===== src/gmc_pkg.sv =====
// shared types and constants for the gate enable and power mode controller
package gmc_pkg;
    // core clock period in ns
    localparam int CLK_PERIOD_NS = 4;
    // gate shut-off deadline after enable falls
    localparam int GATE_OFF_NS = 100;
    localparam int GATE_OFF_CYCLES = GATE_OFF_NS / CLK_PERIOD_NS;
    // least enable low time before a mode change
    localparam int ENABLE_LOW_NS = 1000000;
    localparam int ENABLE_LOW_CYCLES = (ENABLE_LOW_NS + CLK_PERIOD_NS - 1) / CLK_PERIOD_NS;
    // least wake low time before a wake edge counts (plain default)
    localparam int WAKE_SETUP_NS = 1000;
    localparam int WAKE_SETUP_CYCLES = (WAKE_SETUP_NS + CLK_PERIOD_NS - 1) / CLK_PERIOD_NS;
    // counter widths
    localparam int LOW_CNT_W = 18;
    localparam int WAKE_CNT_W = 10;
    localparam int DEAD_CNT_W = 8;
    // number of gate outputs
    localparam int GATE_COUNT = 6;
    // reset values
    localparam logic [LOW_CNT_W-1:0] LOW_CNT_RST = 18'h00000;
    localparam logic [WAKE_CNT_W-1:0] WAKE_CNT_RST = 10'h000;
    localparam logic [DEAD_CNT_W-1:0] DEAD_CNT_RST = 8'h00;
    localparam logic [DEAD_CNT_W-1:0] DEAD_CNT_MAX = 8'hFF;
    // high and low side pairs share a phase; mask picks high sides
    localparam logic [GATE_COUNT-1:0] HIGH_SIDE_MASK = 6'h2A;

    // six pwm commands, one per gate
    typedef struct packed {
        logic phase_a_high_cmd;
        logic phase_a_low_cmd;
        logic phase_b_high_cmd;
        logic phase_b_low_cmd;
        logic phase_c_high_cmd;
        logic phase_c_low_cmd;
    } gmc_phase_t;

    // six gate drive outputs, same order as the commands
    typedef struct packed {
        logic high_gate_a;
        logic low_gate_a;
        logic high_gate_b;
        logic low_gate_b;
        logic high_gate_c;
        logic low_gate_c;
    } gmc_gate_t;

    // power states, one-hot
    typedef enum logic [3:0] {
        ST_STARTUP = 4'h1,
        ST_ACTIVE = 4'h2,
        ST_STANDBY = 4'h4,
        ST_SLEEP = 4'h8
    } gmc_state_t;
endpackage


===== src/gmc_gate_enable_mode_control.sv =====
// gate enable, fault latch and standby/sleep control for a three-phase gate driver
`timescale 1ns/10ps

module gmc_gate_enable_mode_control #(
    parameter int LOW_TIME_CYCLES = gmc_pkg::ENABLE_LOW_CYCLES
) (
    input wire logic core_clk,
    input wire logic reset,
    input wire logic outputEnable,
    input wire gmc_pkg::gmc_phase_t pwmCmd,
    input wire logic wakeIn,
    input wire logic faultActive,
    input wire logic regulatorReady,
    input wire logic sleepSelect,
    input wire logic amplifier_shutdown_select,
    input wire logic [gmc_pkg::DEAD_CNT_W-1:0] deadTimeCfg,
    input wire logic faultPinIn,
    output gmc_pkg::gmc_gate_t gateDrive,
    output logic faultPinOut,
    output logic faultPinOe_n,
    output logic bootstrapSupplyEn,
    output logic chargePumpEn,
    output logic amplifierEn,
    output logic regulatorEn
);
    // synchroniser stages for enable, wake and pwm pins
    logic enSync1_reg;
    logic enSync2_reg;
    logic enPrev_reg;
    logic wakeSync1_reg;
    logic wakeSync2_reg;
    logic wakePrev_reg;
    logic [gmc_pkg::GATE_COUNT-1:0] pwmSync1_reg;
    logic [gmc_pkg::GATE_COUNT-1:0] pwmSync2_reg;
    // enable low timer and wake low timer
    logic [gmc_pkg::LOW_CNT_W-1:0] lowCnt_reg;
    logic [gmc_pkg::WAKE_CNT_W-1:0] wakeCnt_reg;
    // power state and fault latch
    gmc_pkg::gmc_state_t state_reg;
    logic faultLatch_reg;
    // registered outputs
    logic [gmc_pkg::GATE_COUNT-1:0] gate_reg;
    logic faultPinOe_n_reg;
    logic faultPinOut_reg;
    logic bootEn_reg;
    logic pumpEn_reg;
    logic ampEn_reg;
    logic regEn_reg;
    // decoded events
    logic enRise;
    logic lowDone;
    logic wakeOk;
    logic driveAllowed;
    // the observed fault pin level is not needed by this block
    logic faultPinSeen;

    localparam logic [gmc_pkg::LOW_CNT_W-1:0] LOW_LIMIT = gmc_pkg::LOW_CNT_W'(LOW_TIME_CYCLES);
    localparam logic [gmc_pkg::WAKE_CNT_W-1:0] WAKE_LIMIT = gmc_pkg::WAKE_CNT_W'(gmc_pkg::WAKE_SETUP_CYCLES);

    assign faultPinSeen = faultPinIn;
    assign enRise = enSync2_reg & ~enPrev_reg;
    assign lowDone = (lowCnt_reg == LOW_LIMIT);
    assign wakeOk = wakeSync2_reg & ~wakePrev_reg & (wakeCnt_reg > WAKE_LIMIT);
    // gates may only switch on while enabled and fully active
    assign driveAllowed = enSync2_reg & (state_reg == gmc_pkg::ST_ACTIVE);

    // pin synchronisers; reset to low so an idle pin reads inactive
    always_ff @(posedge core_clk or posedge reset) begin
        if (reset) begin
            enSync1_reg <= 1'b0;
            enSync2_reg <= 1'b0;
            enPrev_reg <= 1'b0;
            wakeSync1_reg <= 1'b0;
            wakeSync2_reg <= 1'b0;
            wakePrev_reg <= 1'b0;
            pwmSync1_reg <= '0;
            pwmSync2_reg <= '0;
        end else begin
            enSync1_reg <= outputEnable;
            enSync2_reg <= enSync1_reg;
            enPrev_reg <= enSync2_reg;
            wakeSync1_reg <= wakeIn;
            wakeSync2_reg <= wakeSync1_reg;
            wakePrev_reg <= wakeSync2_reg;
            pwmSync1_reg <= pwmCmd;
            pwmSync2_reg <= pwmSync1_reg;
        end
    end

    // enable low timer: counts low cycles, restarts when enable is high
    always_ff @(posedge core_clk or posedge reset) begin
        if (reset) begin
            lowCnt_reg <= gmc_pkg::LOW_CNT_RST;
        end else if (enSync2_reg) begin
            lowCnt_reg <= gmc_pkg::LOW_CNT_RST;
        end else if (!lowDone) begin
            lowCnt_reg <= lowCnt_reg + 1'b1;
        end
    end

    // wake low timer: saturates just past the setup time
    always_ff @(posedge core_clk or posedge reset) begin
        if (reset) begin
            wakeCnt_reg <= gmc_pkg::WAKE_CNT_RST;
        end else if (wakeSync2_reg) begin
            wakeCnt_reg <= gmc_pkg::WAKE_CNT_RST;
        end else if (wakeCnt_reg <= WAKE_LIMIT) begin
            wakeCnt_reg <= wakeCnt_reg + 1'b1;
        end
    end

    // power state machine
    always_ff @(posedge core_clk or posedge reset) begin
        if (reset) begin
            state_reg <= gmc_pkg::ST_STARTUP;
        end else begin
            case (state_reg)
                // regulator start-up in progress
                gmc_pkg::ST_STARTUP: begin
                    if (regulatorReady) begin
                        state_reg <= gmc_pkg::ST_ACTIVE;
                    end
                end
                // full operation; leave only after the full low time
                gmc_pkg::ST_ACTIVE: begin
                    if (!enSync2_reg && lowDone) begin
                        state_reg <= sleepSelect ? gmc_pkg::ST_SLEEP : gmc_pkg::ST_STANDBY;
                    end
                end
                // standby returns to active as soon as enable is high
                gmc_pkg::ST_STANDBY: begin
                    if (enSync2_reg) begin
                        state_reg <= gmc_pkg::ST_ACTIVE;
                    end
                end
                // sleep only ends on a qualified wake edge
                gmc_pkg::ST_SLEEP: begin
                    if (wakeOk) begin
                        state_reg <= gmc_pkg::ST_STARTUP;
                    end
                end
                default: begin
                    state_reg <= gmc_pkg::ST_STARTUP;
                end
            endcase
        end
    end

    // fault latch: a live fault sets it and beats a clear in the same cycle
    always_ff @(posedge core_clk or posedge reset) begin
        if (reset) begin
            faultLatch_reg <= 1'b0;
        end else if (faultActive) begin
            faultLatch_reg <= 1'b1;
        end else if (enRise) begin
            faultLatch_reg <= 1'b0;
        end
    end

    // fault pin: drives low while latched or during start-up, else released
    always_ff @(posedge core_clk or posedge reset) begin
        if (reset) begin
            faultPinOe_n_reg <= 1'b0;
            faultPinOut_reg <= 1'b0;
        end else begin
            faultPinOe_n_reg <= ~(faultLatch_reg | (state_reg == gmc_pkg::ST_STARTUP));
            faultPinOut_reg <= 1'b0;
        end
    end

    // supply and amplifier enables from the power state
    always_ff @(posedge core_clk or posedge reset) begin
        if (reset) begin
            bootEn_reg <= 1'b0;
            pumpEn_reg <= 1'b0;
            ampEn_reg <= 1'b0;
            regEn_reg <= 1'b1;
        end else begin
            bootEn_reg <= (state_reg == gmc_pkg::ST_ACTIVE);
            pumpEn_reg <= (state_reg == gmc_pkg::ST_ACTIVE);
            ampEn_reg <= (state_reg == gmc_pkg::ST_ACTIVE)
                | ((state_reg == gmc_pkg::ST_STANDBY) & ~amplifier_shutdown_select);
            regEn_reg <= (state_reg != gmc_pkg::ST_SLEEP);
        end
    end

    // per-gate drive with optional dead time and shoot-through lockout
    genvar g;
    generate
        for (g = 0; g < gmc_pkg::GATE_COUNT; g++) begin : gateLane
            logic [gmc_pkg::DEAD_CNT_W-1:0] deadCnt_reg;
            logic opposite;
            logic request;
            assign opposite = pwmSync2_reg[g ^ 1];
            assign request = driveAllowed & pwmSync2_reg[g] & ~opposite;
            // dead-time counter runs while this gate is requested
            always_ff @(posedge core_clk or posedge reset) begin
                if (reset) begin
                    deadCnt_reg <= gmc_pkg::DEAD_CNT_RST;
                end else if (!request) begin
                    deadCnt_reg <= gmc_pkg::DEAD_CNT_RST;
                end else if (deadCnt_reg != gmc_pkg::DEAD_CNT_MAX) begin
                    deadCnt_reg <= deadCnt_reg + 1'b1;
                end
            end
            // gate goes high once the dead time has elapsed
            always_ff @(posedge core_clk or posedge reset) begin
                if (reset) begin
                    gate_reg[g] <= 1'b0;
                end else begin
                    gate_reg[g] <= request & (deadCnt_reg >= deadTimeCfg);
                end
            end
        end
    endgenerate

    assign gateDrive = gate_reg;
    assign faultPinOut = faultPinOut_reg;
    assign faultPinOe_n = faultPinOe_n_reg;
    assign bootstrapSupplyEn = bootEn_reg;
    assign chargePumpEn = pumpEn_reg;
    assign amplifierEn = ampEn_reg;
    assign regulatorEn = regEn_reg;

    // checks
    gatesOff_a:
    assert property (@(posedge core_clk) disable iff (reset)
        $fell(enSync2_reg) |=> (gate_reg == '0) [*2])
        else $error("gates not off after enable fell");

    noEarlyMode_a:
    assert property (@(posedge core_clk) disable iff (reset)
        (state_reg == gmc_pkg::ST_ACTIVE) && !lowDone |=>
        !(state_reg inside {gmc_pkg::ST_STANDBY, gmc_pkg::ST_SLEEP}))
        else $error("mode change before full low time");

    timerRestart_a:
    assert property (@(posedge core_clk) disable iff (reset)
        $rose(enSync2_reg) |=> (lowCnt_reg == gmc_pkg::LOW_CNT_RST) && !lowDone)
        else $error("low timer not restarted");

    activeSupplies_a:
    assert property (@(posedge core_clk) disable iff (reset)
        (state_reg == gmc_pkg::ST_ACTIVE) |=> bootEn_reg && pumpEn_reg && ampEn_reg)
        else $error("supplies off while active");

    standbySupplies_a:
    assert property (@(posedge core_clk) disable iff (reset)
        (state_reg == gmc_pkg::ST_STANDBY) |=> !bootEn_reg && !pumpEn_reg)
        else $error("bootstrap or pump on in standby");

    standbyAmp_a:
    assert property (@(posedge core_clk) disable iff (reset)
        (state_reg == gmc_pkg::ST_STANDBY) |=> ampEn_reg == !$past(amplifier_shutdown_select))
        else $error("amplifier enable wrong in standby");

    faultClear_a:
    assert property (@(posedge core_clk) disable iff (reset)
        (enRise && !faultActive) |=> !faultLatch_reg ##1 (faultPinOe_n_reg || $past(faultActive)
        || state_reg == gmc_pkg::ST_STARTUP || $past(state_reg == gmc_pkg::ST_STARTUP)))
        else $error("fault not cleared on enable rise");

    modeSelect_a:
    assert property (@(posedge core_clk) disable iff (reset)
        ((state_reg == gmc_pkg::ST_ACTIVE) && !enSync2_reg && lowDone) |=>
        state_reg == ($past(sleepSelect) ? gmc_pkg::ST_SLEEP : gmc_pkg::ST_STANDBY))
        else $error("wrong low power mode");

    noShoot_a:
    assert property (@(posedge core_clk) disable iff (reset)
        ((gate_reg & (gate_reg << 1)) & gmc_pkg::HIGH_SIDE_MASK) == '0)
        else $error("both sides of a phase on");

    startupFault_a:
    assert property (@(posedge core_clk) disable iff (reset)
        (state_reg == gmc_pkg::ST_STARTUP) |=> !faultPinOe_n_reg && !faultPinOut_reg)
        else $error("fault pin released during start-up");

    sleepHold_a:
    assert property (@(posedge core_clk) disable iff (reset)
        (state_reg == gmc_pkg::ST_SLEEP) && !wakeOk |=> state_reg == gmc_pkg::ST_SLEEP)
        else $error("left sleep without qualified wake");
endmodule


===== config.mk =====
export PLATFORM = sky130hd
export DESIGN_NAME = gmc_gate_enable_mode_control
export DESIGN_NICKNAME = d
export VERILOG_FILES = /design/src/gmc_pkg.sv /design/src/gmc_gate_enable_mode_control.sv
export SDC_FILE = /design/constraint.sdc
export NUM_CORES = 1
export LEC_CHECK = 0
export ABC_AREA = 1
export CELL_PAD_IN_SITES_DETAIL_PLACEMENT = 1
export CELL_PAD_IN_SITES_GLOBAL_PLACEMENT = 1
export CORE_MARGIN = 1.5
export CORE_UTILIZATION = 48
export DETAILED_ROUTE_END_ITERATION = 8
export DONT_BUFFER_PORTS = 1
export PLACE_DENSITY = 0.79
export SETUP_SLACK_MARGIN = 0.2
export SKIP_CTS_REPAIR_TIMING = 1
export SLEW_MARGIN = 20
export SYNTH_ARGS = -nofsm -noshare
export SYNTH_HDL_FRONTEND = slang
export SYNTH_SLANG_ARGS = --single-unit

===== constraint.sdc =====
create_clock -name core_clk -period 3.99 [get_ports core_clk]
set_clock_uncertainty 0.15 [all_clocks]
set_input_delay 0.1995 -clock core_clk [delete_from_list [all_inputs] [get_ports core_clk]]
set_output_delay 0.1995 -clock core_clk [all_outputs]
set_load 0.05 [all_outputs]

Yosys cells after proc, flatten, opt, wreduce, memory -nomap -nowiden:

Cells that the tools add are included.

* register bits: 109
* input bits: 23
* output and inout port bits: 12

* muxes and demuxes: 24
* add/subtract/negate cells: 8
* equality and inequality tests: 23
* order comparisons: 8
* bitwise gates (word level): 35
* reduce and logical (&&, ||, !) cells: 5

Operators by type and width (number)
* 2-to-1 mux 8 bit: 12
* adder 8 x 1 -> 8 bit (second input constant): 6
* >= comparator 8 bit: 6
* != test 8 bit (second input constant): 6
* 2-to-1 mux 18 bit: 2
* AND 1 bit: 23
* 2-to-1 mux 10 bit: 2
* 2-to-1 mux 4 bit: 5
* adder 18 x 1 -> 18 bit (second input constant): 1
* equality test 18 bit (second input constant): 1
* one-hot mux 4 bit (4 select lines): 1
* != test 2 x 1 -> 1 bit (second input constant): 6
* adder 10 x 1 -> 10 bit (second input constant): 1
* > comparator 10 x 8 -> 1 bit (second input constant): 1
* <= comparator 10 x 8 -> 1 bit (second input constant): 1
* != test 2 bit (second input constant): 5
* NOT 1 bit: 10
* equality test 4 x 1 -> 1 bit (second input constant): 1
* equality test 4 x 2 -> 1 bit (second input constant): 1
* equality test 4 x 3 -> 1 bit (second input constant): 1
* equality test 4 bit (second input constant): 1
* != test 4 bit (second input constant): 1
* AND reduction 4 bit: 1
* nonzero test 2 bit: 2
* 4 further kinds: 6

Depth between registers and ports, before layout:

* word-level depth: 5
* gate-level depth with buffers: 9
* mapped depth without buffers: 9

Worst setup path before layout:

No wires, ideal clock.

* kind: reg2reg
* from: reg gateLane[5].deadCnt_reg[0] in the netlist's numbering
* to: reg gateLane[5].deadCnt_reg[0] in the netlist's numbering
* path slack: 2.432 ns
* required time: 3.715 ns
* library setup time: 0.125 ns
* cell stages (with the launch flop): 7
* arrival: 1.282 ns
* period minus slack after synthesis: 1.558 ns
* cell sequence: dfrtp_1 > ha_1 > nand2_1 > nor3_1 > nand3_2 > o21ai_0 > a21oi_1

* word-level cells in the longest chain between the ends: 3
* elaborated cells on any way between the ends: 5
* those cells by class: add/sub: 1; eq/ne: 2; mux: 2

Ends and longest elaborated chain
* from (decl): line gmc_gate_enable_mode_control.sv:191 `logic [gmc_pkg::DEAD_CNT_W-1:0] deadCnt_reg;`
* from (signal assigned): line gmc_gate_enable_mode_control.sv:199 `deadCnt_reg <= gmc_pkg::DEAD_CNT_RST;`
* from (signal assigned): line gmc_gate_enable_mode_control.sv:201 `deadCnt_reg <= gmc_pkg::DEAD_CNT_RST;`
* from (signal assigned): line gmc_gate_enable_mode_control.sv:203 `deadCnt_reg <= deadCnt_reg + 1'b1;`
* adder 8 x 1 -> 8 bit: line gmc_gate_enable_mode_control.sv:203
* 2-to-1 mux 8 bit: line gmc_gate_enable_mode_control.sv:202 `end else if (deadCnt_reg != gmc_pkg::DEAD_CNT_MAX) begin`
* 2-to-1 mux 8 bit: line gmc_gate_enable_mode_control.sv:200 `end else if (!request) begin`

Several ways; a longest one is shown, not always the timed one. The select of a mux whose other input is x is not followed.
A chain may end at the register's enable or synchronous reset.

Worst setup path after layout:

* from: reg enSync2_reg
* to: reg gateLane[3].deadCnt_reg[6] in the netlist's numbering

* word-level cells in the longest chain between the ends: 4
* elaborated cells on any way between the ends: 5
* those cells by class: eq/ne: 1; mux: 1; bitwise: 3

Ends and longest elaborated chain
* from (decl): line gmc_gate_enable_mode_control.sv:28 `logic enSync2_reg;`
* from (signal assigned): line gmc_gate_enable_mode_control.sv:80 `enSync2_reg <= enSync1_reg;`
* AND 1 bit *: line gmc_gate_enable_mode_control.sv:65 `assign driveAllowed = enSync2_reg & (state_reg == gmc_pkg::ST_ACTIVE);`
* AND 1 bit * (2 in a row): line gmc_gate_enable_mode_control.sv:195 `assign request = driveAllowed & pwmSync2_reg[g] & ~opposite;`
* != test 2 x 1 -> 1 bit (no source line) or 2-to-1 mux 8 bit (tied branches)
* to (signal assigned): line gmc_gate_enable_mode_control.sv:199
* to (signal assigned): line gmc_gate_enable_mode_control.sv:201
* to (signal assigned): line gmc_gate_enable_mode_control.sv:203
* to (decl): line gmc_gate_enable_mode_control.sv:191

Every way passes the cells marked *; elsewhere a longest branch is shown, timed or not.

==> flow_summary.ini <==
[pwr]
power.internal_mw = 1.69
total_power_mw = 2.41
p_per_area_mw_per_mm2 = 360
p_leak_nw = 3.34
combinationalPowerShare = 0.113
clkPwrFrac = 0.365
p_sw_frac = 0.298
power.switching_mw = 0.717
ir_drop_v = 0.000386
pwr-share-seq = 0.522

[placement]
port_buffers = 0
placed_cells = 900
place_congestion = 0.814
dp.final_hpwl_um = 10800
placed_area_mm2 = 0.00627

[floorplanning]
num_io_pins = 35
die_h_um = 115
die_w_um = 115
start_util = 0.499
core_mm2 = 0.0122
dieArea_mm2 = 0.0133
rows = 40

[synth]
ys_ff_latch = 109
synth_largest_area_cell = dfrtp_1
yosysSeqAreaShare = 0.450
synthXorXnorAreaFrac = 0.0202
synth_top_family_by_area = simple AND/OR/NAND/NOR gates
yosys_warnings = 0
ys_async_sr_fraction = 1.00
syn-num-nets = 815
synth-adder-area-share = 0.120
synth-edff-count = 0
avgSynthCellArea_um2 = 8.26
synthSimpleGateAreaFrac = 0.246
ys.flop_type = dfrtp_1
synth_cell_types = 32
yosysTopAreaCellShare = 0.442
synthMuxAreaShare = 0
synth_area_leaders = dfrtp_1 (44%), ha_1 (12%), nand2_1 (7.9%), inv_1 (6.3%), nor2_1 (5.9%)
syn_area_mm2 = 0.00606
synth_compound_area_frac = 0.0949
synth_cells = 734

[routing]
drt_iter0_drc = 139
vias_per_cell = 5.45
totalWireLength_um = 14800
remaining_drc_errors = 0
ant_nets = 0
routed_wire_length_per_instance_um = 15.9
vias = 5063
drt_first_pass_iters = 4

[worst_setup_path]
crit_chain = inv_2, nor2_4, nand2_1, inv_2, o21ai_0, a31oi_1
critPathKind = reg2reg
cp.arrival_ns = 2.13
critPathSlowestCell = dfrtp_1
cpPeakStageDelay_ns = 0.58
crit_path_end_kind = register
required_ns = 4.13
critPathTopFamily = flip-flops
crit_fanout = 15
start_kind = register
crit_top_cell = inv_2
crit_buf_inv = 2

[finish]
fin_area_mm2 = 0.00668
area_growth_pct = 10.2
layout.cells.non_filler = 929
diodes = 0
largest_reg_flops = 48
drive_gt1_frac = 0.0512
fin_nets = 837

[global_route]
overflow = 0
grt_pass1_vias = 5403
grt_pass1_wl_um = 25100
antenna_found_initial = 0
grt_use_total = 0.242
grt_max_degree = 43

[clock_tree]
cts_tree = built
clk_pin_slew_ns = 0.07
htreeDepth = 3
root_buffer = clkbuf_16
cts.path.max_buffers = 2
cts_buffers = 9
clock-sinks = 109
insertion_delay_ns = 0.36

[job]
drv_cap = 0

[timing]
slew_headroom = 0.418
fin_crit_sh = 0.499
whs_ns = 0.0812
finalHoldViolations = 0
period_needed_ns = 1.99
worstMarginPinSlew_ns = 0.874
rsz0062_at_grt = no
setup_violations = 0
drv_slew = 0
fmax_mhz = 503
fin_setup_tns_ns = 0

[outcome]
status = finished, final reports clean

[hold_path]
hp-class = in2reg
==> kinds of logic after synthesis <==
family,count (synthesis)
adders and majority gates,58
and+or+nand+nor,338
other,1
AOI/OAI and AO/OA,106
xor gates and xnor gates,14
buffers and inverters,108
DFF,109
==> layer usage <==
layer	share of wire	vias up	GRT usage
met5	0	-	0
li1	-	2463	-
met1	0.44	2525	0.288
met3	0.023	20	0.0511
met4	0.014	0	0.0675
met2	0.53	55	0.443
==> layout make-up <==
| class | count | area, um^2 |
|---|---|---|
| multi-input combinational | 517 | 2920 |
| sequential | 109 | 2730 |
| fill | 1486 | 5480 |
| tap | 168 | 210 |
| inverter | 104 | 393 |
| timing repair buffer | 15 | 145 |
| clock buffer | 11 | 243 |
| clock inverter | 5 | 41.3 |
==> power by group through the flow <==
stage / Sequential [mW] / Combinational, mW / Clock (mW)
global placement: 1.28 / 0.240 / 0
finish: 1.26 / 0.272 / 0.879
floorplan: 1.25 / 0.216 / 0
global route: 1.26 / 0.312 / 0.943
detailed placement: 1.28 / 0.262 / 0
CTS: 1.26 / 0.265 / 0.900
==> final timing paths <==
kind	start	to	slack, ns	cells after the start
worst min register to register	pwmSync1_reg[2]$_DFF_PP0_	pwmSync2_reg[2]$_DFF_PP0_	0.20	0
worst max register to register	enSync2_reg$_DFF_PP0_	gateLane[3].deadCnt_reg[6]$_DFFE_PP0P_	2.00	6
min in group asynchronous	reset	state_reg[3]$_DFFE_PP0P_	0.14	2
worst max-delay path	enSync2_reg$_DFF_PP0_	gateLane[3].deadCnt_reg[6]$_DFFE_PP0P_	2.00	6
worst min-delay path	deadTimeCfg[0]	gateDrive[0]$_DFF_PP0_	0.08	5
max in group asynchronous	reset	gateLane[1].deadCnt_reg[4]$_DFFE_PP0P_	2.67	3
==> per-stage QoR <==
step           utilization  setup WS (ns)
6_report             0.549           2.00
3_3_place_gp         0.515           2.06
2_1_floorplan            -          0.770
3_5_place_dp         0.515           2.01
4_1_cts              0.539           1.99
5_1_grt              0.549           1.78
==> worst min-delay path: stages <==
cell     delay (ns)
ha_1           0.11
nand4_1        0.08
nand3_1        0.08
nand2_1        0.05
inv_1          0.04
==> cell usage after synthesis, types with 2 or more instances <==
library cell and count:
a211oi_1 4, a21oi_1 50, a31oi_1 8, buf_4 2, dfrtp_1 107, dfstp_2 2, ha_1 58, inv_1 101
inv_2 3, nand2_1 128, nand3_1 56, nand3_2 5, nand4_1 20, nor2_1 95, nor2_2 2, nor2_4 2
nor3_1 21, nor3b_1 2, o21a_1 6, o21ai_0 34, o21ai_2 2, or2_2 4, xor2_1 13
==> cell usage in the layout, fill, tap and decap left out, types with 9 or more instances in the layout <==
cell type and instances:
nand2_1 128, dfrtp_1 107, inv_1 100, nor2_1 95, ha_1 58, nand3_1 56, a21oi_1 50, o21ai_0 34
nor3_1 21, nand4_1 20, xor2_1 13, dlygate4sd3_1 13, clkbuf_16 9
Note: power is estimated with default switching activity, not from simulation.
